$ cat src/rtl/ftp_pkg.sv
package ftp_pkg;
   // register map, byte offsets of the local control port
   localparam logic [7:0] FREQ_HIGH_OFS = 8'h00;
   localparam logic [7:0] FREQ_LOW_OFS = 8'h01;
   localparam logic [7:0] CONTROL_OFS = 8'h02;
   localparam logic [7:0] STATUS_OFS = 8'h03;
   localparam logic [7:0] SECTOR_PROT_OFS = 8'h04;
   localparam logic [7:0] PAGE_SEL_OFS = 8'h05;
   localparam logic [7:0] PAGE_CHECK_OFS = 8'h06;
   localparam logic [7:0] RESERVED_TRIM_OFS = 8'h21;
   localparam logic [7:0] OSC_TRIM_OFS = 8'h22;
   localparam logic [7:0] LOW_VOLTAGE_TRIM_VALUE_OFS = 8'h23;
   // control register fields
   localparam int CTL_PROG_BIT = 0;
   localparam int CTL_ERASE_BIT = 1;
   // status register fields
   localparam int ST_BUSY_BIT = 0;
   localparam int ST_REFUSED_BIT = 1;
   localparam int ST_UNLOCKED_BIT = 2;
   localparam int ST_LEVEL_LSB = 3;
   // unlock key sequence
   localparam logic [7:0] UNLOCK_KEY1 = 8'h73;
   localparam logic [7:0] UNLOCK_KEY2 = 8'h8C;
   // reset values
   localparam logic [7:0] SECTOR_PROT_RST = 8'h00;
   localparam logic [15:0] FREQ_RST = 16'h0000;
   // low_voltage_trim_value field width within its byte
   localparam int LOW_VOLTAGE_TRIM_VALUE_W = 5;
   // valid flash clock range in kHz
   localparam logic [15:0] FREQ_MIN_KHZ = 16'd32;
   localparam logic [15:0] FREQ_MAX_KHZ = 16'd20000;
   // one operation lasts this many microseconds
   localparam int OP_TIME_US = 40;
   // protection levels
   typedef enum logic [1:0] {
      PROT_NONE = 2'b00,
      PROT_WRITE = 2'b01,
      PROT_READ = 2'b11,
      PROT_FULL = 2'b10
   } ftp_level_t;
   typedef enum logic [1:0] {
      ST_IDLE = 2'b00,
      ST_KEY1 = 2'b01,
      ST_OPEN = 2'b11
   } ftp_lock_t;
endpackage : ftp_pkg

$ cat src/rtl/ftp_flash_timing_protection.sv
// Function
// - high and low bytes form sixteen bit value
// - frequency value in kHz sets operation timing
// - read protect blocks debugger code readout
// - read and write options give three levels
// - options, lock, page redundancy, sector guard combined
// - oscillator trim byte read write, kept through reset
// - detector trim low bits, kept through reset
//
// Design decision made here: the address-and-strobe port.
`timescale 1ns/100ps
`default_nettype none
module ftp_flash_timing_protection (
   input wire logic clk,
   input wire logic rst,
   input wire logic [7:0] addr,
   input wire logic [7:0] wrData,
   input wire logic wrStb,
   input wire logic rdStb,
   output logic [7:0] rdData,
   input wire logic readProtectOption,
   input wire logic writeProtectOption,
   input wire logic dbgReadReq,
   input wire logic [7:0] dbgCodeData,
   output logic [7:0] dbgReadData,
   output logic dbgReadDenied,
   output logic [2:0] opSector,
   output logic flashProgActive,
   output logic flashEraseActive,
   output logic [7:0] oscillatorTrimValue,
   output logic [4:0] lowVoltageTrimValue
);
   import ftp_pkg::*;
   ////////////////////////////////////////////////////////////////////
   // option synchronisers and protection level
   logic [1:0] optMeta_q, optSync_q;
   ftp_level_t level;
   always_ff @(posedge clk or posedge rst) begin
      if (rst) begin
         optMeta_q <= 2'b00;
         optSync_q <= 2'b00;
      end else begin
         optMeta_q <= {readProtectOption, writeProtectOption};
         optSync_q <= optMeta_q;
      end
   end
   always_comb begin
      case (optSync_q)
         2'b00: level = PROT_NONE;
         2'b01: level = PROT_WRITE;
         default: level = PROT_READ;
      endcase
   end
   ////////////////////////////////////////////////////////////////////
   // registers
   logic [7:0] freqHigh_q, freqHigh_d, freqLow_q, freqLow_d;
   logic [7:0] secProt_q, secProt_d, pageSel_q, pageSel_d;
   logic [7:0] pageChk_q, pageChk_d;
   logic [7:0] rsvTrim_q, rsvTrim_d, oscTrim_q, oscTrim_d, lvdTrim_q, lvdTrim_d;
   logic [7:0] rdData_q, rdData_d;
   logic freqSet_q, freqSet_d;
   ftp_lock_t lock_q, lock_d;
   logic [15:0] opCnt_q, opCnt_d;
   logic prog_q, prog_d, erase_q, erase_d, refused_q, refused_d;
   logic [15:0] flashClockKhz;
   logic [21:0] opCycles;
   logic freqOk, pageOk, sectorOpen, startReq, startOk;
   assign flashClockKhz = {freqHigh_q, freqLow_q};
   // cycles = khz * time_us / 1000, rounded down
   assign opCycles = 22'((32'(flashClockKhz) * OP_TIME_US) / 1000);
   assign freqOk = (flashClockKhz >= FREQ_MIN_KHZ) && (flashClockKhz <= FREQ_MAX_KHZ);
   assign pageOk = (pageChk_q == ~pageSel_q);
   assign sectorOpen = ~secProt_q[pageSel_q[7:5]];
   assign startReq = wrStb && addr == CONTROL_OFS
      && (wrData[CTL_PROG_BIT] || wrData[CTL_ERASE_BIT]);
   assign startOk = freqSet_q && freqOk && pageOk && sectorOpen
      && lock_q == ST_OPEN && level == PROT_NONE && !prog_q && !erase_q;
   always_comb begin
      freqHigh_d = freqHigh_q;
      freqLow_d = freqLow_q;
      secProt_d = secProt_q;
      pageSel_d = pageSel_q;
      pageChk_d = pageChk_q;
      rsvTrim_d = rsvTrim_q;
      oscTrim_d = oscTrim_q;
      lvdTrim_d = lvdTrim_q;
      freqSet_d = freqSet_q;
      lock_d = lock_q;
      opCnt_d = opCnt_q;
      prog_d = prog_q;
      erase_d = erase_q;
      refused_d = refused_q;
      rdData_d = 8'h00;
      if (prog_q || erase_q) begin
         if (opCnt_q <= 16'h0001) begin
            prog_d = 1'b0;
            erase_d = 1'b0;
            opCnt_d = 16'h0000;
         end else begin
            opCnt_d = opCnt_q - 16'h0001;
         end
      end
      if (wrStb) begin
         case (addr)
            FREQ_HIGH_OFS: begin
               freqHigh_d = wrData;
               freqSet_d = 1'b1;
            end
            FREQ_LOW_OFS: begin
               freqLow_d = wrData;
               freqSet_d = 1'b1;
            end
            SECTOR_PROT_OFS: begin
               if (lock_q == ST_OPEN) begin
                  secProt_d = secProt_q | wrData;
               end
            end
            PAGE_SEL_OFS: pageSel_d = wrData;
            PAGE_CHECK_OFS: begin
               pageChk_d = wrData;
               case (lock_q)
                  ST_IDLE: lock_d = (wrData == UNLOCK_KEY1) ? ST_KEY1 : ST_IDLE;
                  ST_KEY1: lock_d = (wrData == UNLOCK_KEY2) ? ST_OPEN : ST_IDLE;
                  default: lock_d = ST_IDLE;
               endcase
            end
            CONTROL_OFS: begin
               if (startReq && startOk) begin
                  prog_d = wrData[CTL_PROG_BIT];
                  erase_d = !wrData[CTL_PROG_BIT];
                  opCnt_d = (opCycles == 22'd0) ? 16'h0001 : opCycles[15:0];
                  refused_d = 1'b0;
                  lock_d = ST_IDLE;
               end else if (startReq) begin
                  refused_d = 1'b1;
                  lock_d = ST_IDLE;
               end
            end
            RESERVED_TRIM_OFS: rsvTrim_d = wrData;
            OSC_TRIM_OFS: oscTrim_d = wrData;
            LOW_VOLTAGE_TRIM_VALUE_OFS: lvdTrim_d = wrData;
            default: ;
         endcase
      end
      if (rdStb) begin
         case (addr)
            FREQ_HIGH_OFS: rdData_d = freqHigh_q;
            FREQ_LOW_OFS: rdData_d = freqLow_q;
            STATUS_OFS: begin
               rdData_d[ST_BUSY_BIT] = prog_q || erase_q;
               rdData_d[ST_REFUSED_BIT] = refused_q;
               rdData_d[ST_UNLOCKED_BIT] = (lock_q == ST_OPEN);
               rdData_d[ST_LEVEL_LSB +: 2] = level;
            end
            SECTOR_PROT_OFS: rdData_d = secProt_q;
            PAGE_SEL_OFS: rdData_d = pageSel_q;
            PAGE_CHECK_OFS: rdData_d = pageChk_q;
            RESERVED_TRIM_OFS: rdData_d = rsvTrim_q;
            OSC_TRIM_OFS: rdData_d = oscTrim_q;
            LOW_VOLTAGE_TRIM_VALUE_OFS: rdData_d = lvdTrim_q;
            default: rdData_d = 8'h00;
         endcase
      end
   end
   always_ff @(posedge clk or posedge rst) begin
      if (rst) begin
         freqHigh_q <= FREQ_RST[15:8];
         freqLow_q <= FREQ_RST[7:0];
         secProt_q <= SECTOR_PROT_RST;
         pageSel_q <= 8'h00;
         pageChk_q <= 8'h00;
         freqSet_q <= 1'b0;
         lock_q <= ST_IDLE;
         opCnt_q <= 16'h0000;
         prog_q <= 1'b0;
         erase_q <= 1'b0;
         refused_q <= 1'b0;
         rdData_q <= 8'h00;
      end else begin
         freqHigh_q <= freqHigh_d;
         freqLow_q <= freqLow_d;
         secProt_q <= secProt_d;
         pageSel_q <= pageSel_d;
         pageChk_q <= pageChk_d;
         freqSet_q <= freqSet_d;
         lock_q <= lock_d;
         opCnt_q <= opCnt_d;
         prog_q <= prog_d;
         erase_q <= erase_d;
         refused_q <= refused_d;
         rdData_q <= rdData_d;
      end
   end
   // trim bytes are not touched by reset
   always_ff @(posedge clk) begin
      rsvTrim_q <= rsvTrim_d;
      oscTrim_q <= oscTrim_d;
      lvdTrim_q <= lvdTrim_d;
   end
   assign rdData = rdData_q;
   assign flashProgActive = prog_q;
   assign flashEraseActive = erase_q;
   assign opSector = pageSel_q[7:5];
   assign oscillatorTrimValue = oscTrim_q;
   assign lowVoltageTrimValue = lvdTrim_q[LOW_VOLTAGE_TRIM_VALUE_W-1:0];
   ////////////////////////////////////////////////////////////////////
   // debugger readout gate
   logic [7:0] dbgData_q, dbgData_d;
   logic dbgDenied_q, dbgDenied_d;
   always_comb begin
      dbgData_d = dbgData_q;
      dbgDenied_d = 1'b0;
      if (dbgReadReq) begin
         dbgDenied_d = optSync_q[1];
         dbgData_d = optSync_q[1] ? 8'h00 : dbgCodeData;
      end
   end
   always_ff @(posedge clk or posedge rst) begin
      if (rst) begin
         dbgData_q <= 8'h00;
         dbgDenied_q <= 1'b0;
      end else begin
         dbgData_q <= dbgData_d;
         dbgDenied_q <= dbgDenied_d;
      end
   end
   assign dbgReadData = dbgData_q;
   assign dbgReadDenied = dbgDenied_q;
   ////////////////////////////////////////////////////////////////////
   // assertions
   a_readout_blocked: assert property (@(posedge clk) disable iff (rst)
      dbgReadReq && optSync_q[1] |=> dbgReadDenied && dbgReadData == 8'h00)
      else $error("debug read returned code under read protect");
   a_start_needs_freq: assert property (@(posedge clk) disable iff (rst)
      $rose(prog_q || erase_q) |-> $past(freqSet_q) && $past(freqOk))
      else $error("operation started without valid frequency");
   a_freq_join: assert property (@(posedge clk) disable iff (rst)
      rdStb && addr == FREQ_HIGH_OFS |=> rdData == flashClockKhz[15:8])
      else $error("high byte readback wrong");
   a_range_refuse: assert property (@(posedge clk) disable iff (rst)
      startReq && !freqOk |=> refused_q && !$rose(prog_q || erase_q))
      else $error("out of range start not refused");
   a_level_blocks: assert property (@(posedge clk) disable iff (rst)
      startReq && level != PROT_NONE |=> !$rose(prog_q || erase_q))
      else $error("protected level allowed operation");
   a_lock_needed: assert property (@(posedge clk) disable iff (rst)
      startReq && (lock_q != ST_OPEN || !pageOk || !sectorOpen) |=> refused_q)
      else $error("start accepted without lock and page check");
   a_timing_end: assert property (@(posedge clk) disable iff (rst)
      (prog_q || erase_q) && opCnt_q == 16'h0001 |=> !prog_q && !erase_q)
      else $error("operation did not end on count");
   a_osc_trim: assert property (@(posedge clk) disable iff (rst)
      wrStb && addr == OSC_TRIM_OFS |=> oscillatorTrimValue == $past(wrData))
      else $error("oscillator trim not written");
   a_low_voltage_trim_value: assert property (@(posedge clk) disable iff (rst)
      wrStb && addr == LOW_VOLTAGE_TRIM_VALUE_OFS |=> lowVoltageTrimValue == $past(wrData[4:0]))
      else $error("detector trim not written");
endmodule : ftp_flash_timing_protection
`default_nettype wire

$ cat config.mk
export PLATFORM = sky130hd
export DESIGN_NAME = ftp_flash_timing_protection
export DESIGN_NICKNAME = d
export VERILOG_FILES = /design/src/rtl/ftp_pkg.sv /design/src/rtl/ftp_flash_timing_protection.sv
export SDC_FILE = /design/constraint.sdc
export NUM_CORES = 1
export LEC_CHECK = 0
export BUFFER_PORTS_ARGS = -buffer_cell sky130_fd_sc_hd__buf_4
export CORE_MARGIN = 5
export CORE_UTILIZATION = 39
export DETAILED_ROUTE_END_ITERATION = 16
export PLACE_DENSITY = 0.63
export SETUP_SLACK_MARGIN = 0.02
export SLEW_MARGIN = 25
export SYNTH_ARGS = -nofsm -noshare
export SYNTH_HDL_FRONTEND = slang
export SYNTH_SLANG_ARGS = --single-unit
$ cat constraint.sdc
create_clock -name clk -period 10.43 [get_ports clk]
set_input_delay 0.5215 -clock clk [delete_from_list [all_inputs] [get_ports clk]]
set_output_delay 0.5215 -clock clk [all_outputs]
set_load 0.05 [all_outputs]
; ---- Word level (Yosys, flattened, before mapping)
; Index checks and enable logic that the tools add are counted.
[op_classes]
add_sub_neg = 1
n_mul = 1
div = 1
n_lt_le_gt_ge = 4
n_eq_ne = 16
shift = 0
mux = 32
bitwise_logic = 3
reduce_logical = 35
[ops]
columns = op, count
row1 = $mux 16, 6
row2 = $pmux 5 s9, 1
row3 = $div 22x10->32 const B, 1
row4 = $eq 8x3->1 const B, 3
row5 = $eq 8x6->1 const B, 3
row6 = $pmux 3 s8, 1
row7 = $logic_not 22->1, 1
row8 = $mul 16x3->19 const B, 1
row9 = $eq 8x2->1 const B, 2
row10 = $ge 16x6->1 const B, 1
row11 = $le 16x1->1 const B, 1
row12 = $le 16x15->1 const B, 1
row13 = $mux 8, 2
row14 = $reduce_and 2->1, 8
row15 = $sub 16x1->16 const B, 1
row16 = $mux 1, 15
row17 = $pmux 2 s2, 3
row18 = $logic_and 1x1->1, 11
row19 = $reduce_and 3->1, 3
row20 = $eq 8x1->1 const B, 1
row21 = $eq 8x7->1 const B, 1
row22 = $eq 8x8->1, 1
row23 = $eq 8x8->1 const B, 1
row24 = $logic_not 8->1, 1
row25 = 14 further kinds, 23
[word_totals]
ff_bits = 107
latchBits = 0
mem_bits_rw = 0
romBits = 0
in_bits = 31
output_inout_bits = 35
word_cells = 112
n_memories = 0

; ---- Logic depth before layout (Yosys ltp)
[depth]
word_depth = 13
ltp_mapped = 41
mapped_depth_nobuf = 34

; ---- Worst setup path after synthesis
; No wires, ideal clock.
[synth_path]
path_kind = reg-to-reg
startpoint = register freqLow_q[3]
endpoint = register opCnt_q[0]
setup_ps = 101
arrival_time_ps = 8945
required_ps = 10329
setup_slack_ps = 1385
path_stages_with_launch = 38
n_path_buf = 3
period_less_slack_ps = 9045
cell_sequence = dfrtp_1 -> ha_1 -> ha_1 -> inv_1 -> fa_1 -> nor2b_1 -> o2111ai_1 -> a21oi_1 -> o311a_1 -> nand2_1 -> or4_1 -> o211a_1 -> and2_4 -> xor2_2 -> o41a_4 -> xnor2_2 -> nor3_1 -> o21ai_1 -> (+2 left out) -> mux2_2 -> a21oi_4 -> mux2i_1 -> nand3_1 -> a211oi_4 -> o21ai_1 -> and3_1 -> o41a_1 -> buf_6 -> o31a_1 -> buf_2 -> nand3_1 -> a211oi_1 -> or4_1 -> a21oi_1 -> maj3_1 -> a21oi_1 -> o32ai_1
[synth_between]
elab_chain_cells = 13
word_cells_on_any_way = 18
classes_between = 1 x mul / 1 x div / 2 x order compare / 4 x mux / 10 x reduce/logical
[synth_lines]
columns = item, line_no
row1 = start: declaration, ftp_flash_timing_protection.sv:56  ; logic [7:0] freqHigh_q, freqHigh_d, freqLow_q, freqLow_d;
row2 = start signal: assignment, ftp_flash_timing_protection.sv:168  ; freqLow_q <= FREQ_RST[7:0];
row3 = start signal: assignment, ftp_flash_timing_protection.sv:181  ; freqLow_q <= freqLow_d;
row4 = "parallel branches: the longest is 10 deep, another holds $div 22x10->32", --
row5 = $mux 16 (*), ftp_flash_timing_protection.sv:128  ; if (startReq && startOk) begin
row6 = $mux 16 (*), ftp_flash_timing_protection.sv:104  ; case (addr)
row7 = $mux 16 (*), ftp_flash_timing_protection.sv:103  ; if (wrStb) begin
row8 = net opCnt_d[0], ftp_flash_timing_protection.sv:63  ; logic [15:0] opCnt_q, opCnt_d;
row9 = end signal: assignment, ftp_flash_timing_protection.sv:187  ; opCnt_q <= opCnt_d;
row10 = end: declaration, ftp_flash_timing_protection.sv:63
; Mark *: on every way through the listed nets, which the timed path passes.
; A chain may end at the register's enable or synchronous reset.

; ---- Final worst setup path
[layout_path]
startpoint = register freqLow_q[5]
endpoint = register opCnt_q[0]
; The elaborated chain is that of the path after synthesis.

==> results.toml <==
[outcome]
status = "finished clean"

[synthesis]
yosys-top-cells-area = "dfrtp_1 (22%), edfxtp_1 (7.8%), mux2_2 (5.6%)"
synth_ff_type = "dfrtp_1"
syn-num-nets = 1081
synthArstFlopShare = 0.776
synth_edf_count = 24
synth_area_sq_um = 9260
synth_top_area_frac = 0.224
ys_seq_area_frac = 0.302
synth.distinct_cells = 112
synthCells = 1019
synth_seq_cells = 107
ys.warnings.count = 0
syn_avg_cell_area_sq_um = 9.09
post-synth-top-area-cell = "dfrtp_1"

[floorplanning]
dieArea_sq_um = 26900
ioPinCount = 66
coreArea_sq_um = 23400
initial_core_util = 0.396
fp.dieH_um = 164
die_w_um = 164
core.rowCount = 56

[critical_path]
path_max_fanout = 11
cp_common_cell = "mux2_2"
cpMaxStageDelayCell = "o41a_4"
critPathMaxStageDelay_ns = 0.56
critPathLaunchType = "flop"
crit_required_ns = 10.68
endpoint_kind = "flop"
setup.worst_path.class = "flop to flop"
arrival_ns = 10.23

[sta]
maxSlewHeadroom = 0.318
fin_hold_ws_ns = 0.0609
tightest_slew_ns = 1.02
fin_crit_sh = 0.957
final-max-slew-violation-count = 0
max_freq_mhz = 100
skew_ns = 0.00988
period_minus_slack_ns = 9.99
setup_viol = 0
hold_viol_final = 0

[global_route]
met1_usage = 0.260
grt_max_degree = 75
grtUsageMet2 = 0.314
grt.busiest_layer = "met2"
grt_pass1_vias = 8047
overflow = 0
met3_usage = 0.0248
grt_pass1_wl_mm = 41.5
track_usage = 0.189
antenna_found_initial = 0

[routing]
routed_via_density = 6.03
wl_mm = 26.0
vias = 8476
drt_iter0_drc = 580
ant_nets = 0
drc = 0
dr.pass1.iters = 7
wl_per_cell_um = 18.5

[place]
dp.cells = 1384
gp_congestion = 0.888
place_hpwl_mm = 19.7
port_buffers = 65
placedInstanceArea_sq_um = 10100

[layout]
fin_cells = 1405
num-fill-cells = 2304
final_util = 0.455
mostFrequentLayoutCells = "buf_4 (91), nand2_1 (85), dfrtp_1 (83), nor2_1 (63), o21ai_0 (51)"
syn_to_final_growth_pct = 14.9
final_common_cell = "buf_4"
nets = 1143
drive_above_1_share = 0.220
regArea_sq_um = 2800
antenna_cells = 0
multi_input_comb_area_sq_um = 6360
postLayoutCellArea_sq_um = 10600

[cts]
clk_pin_slew_ns = 0.07
clock_latency_ns = 0.35
cts_root_buffer = "clkbuf_16"
hold_buffers = 0
max-clock-path-buffers = 2
clkSinkCount = 107
cts_max_level = 3
cts_tree = "built"
cts_buffers = 9

[power]
power.total_mw = 1.28
max-vdd-ir-drop_v = 0.0000868
p_leak_nw = 4.36
power_density_nw_per_um2 = 121

[run]
drv_cap = 0

[worst_hold_path]
hp-class = "input pin to asynchronous set/reset pin"
==> cells by family after synthesis <==
family / count (synthesis) / share of synthesized area
compound gates: 351 / 0.293
mux: 63 / 0.0779
fa+ha+maj: 35 / 0.0471
xor+xnor: 52 / 0.0565
buf+inv: 69 / 0.0340
simple gates: 342 / 0.189
flops: 107 / 0.302
==> cell usage after synthesis (all sizes together), types with 24 or more instances <==
master   n
nand2   87
mux2    47
inv     28
xnor2   32
nor3    30
a21oi   59
nand3   28
edfxtp  24
ha      30
o21ai   69
dfrtp   83
nor2    66
==> flip-flops by register name (all words and copies together) (netlist names), 8 cells and up <==
| signal | flops |
|---|---|
| dbgReadData | 8 |
| freqHigh_q | 8 |
| freqLow_q | 8 |
| lvdTrim_q | 8 |
| opCnt_q | 16 |
| oscillatorTrimValue | 8 |
| pageChk_q | 8 |
| pageSel_q | 8 |
| rdData | 8 |
| rsvTrim_q | 8 |
| secProt_q | 8 |
==> routing by layer <==
layer	up-vias	share of wire
met5	-	0
met4	0	0.017
met3	30	0.042
met2	231	0.49
met1	4127	0.45
li1	4088	-
==> cell type report <==
type | instances | area share
clock inverter | 6 | 0.00541
clock buffer | 10 | 0.0215
multi-input combinational | 843 | 0.598
inverter | 28 | 0.00999
timing repair buffer | 92 | 0.0652
sequential | 107 | 0.263
tap | 319 | 0.0375
==> final timing paths <==
kind / startpoint / end / slack, ns / cells past startpoint
min in group clk: writeProtectOption / optMeta_q[0] / 0.27 / 1
worst max-delay path: freqLow_q[5] / opCnt_q[0] / 0.44 / 33
worst min register to register: optMeta_q[1] / optSync_q[1] / 0.35 / 0
max in group asynchronous: rst / opCnt_q[7] / 9.47 / 3
worst min-delay path: rst / dbgReadData[4] / 0.06 / 2
worst max register to register: freqLow_q[5] / opCnt_q[0] / 0.44 / 33
==> worst max-delay path: cells and delay by family (launching register included) <==
family          cells  cell delay, ns
mux                 5            1.44
compound gates     17            4.64
fa+ha+maj           2            0.80
simple gates        8            2.29
flops               1            0.46
buf+inv             1            0.21
==> where the power goes <==
group | total (mW) | leakage [nW] | switching, mW | internal [mW]
combinational | 0.499 | 2.87 | 0.308 | 0.192
clock | 0.334 | 0.141 | 0.165 | 0.168
sequential | 0.450 | 1.35 | 0.0121 | 0.438
==> stage by stage <==
step	TNS (ns)	worst slack [ns]
after floorplan	0	1.38
after global placement	0	0.138
after detailed placement	0	0.142
after CTS	0	0.0637
after global routing	-0.0314	-0.0314
final	0	0.445
==> what timing repair did <==
item | 4_1_cts | 5_1_grt
setup endpoints to repair | 0 | 2
endpoints found under the hold margin | 0 | 0
setup buffers | 0 | 5
gates resized for setup | 0 | 41
(Power assumes the default switching activity.)
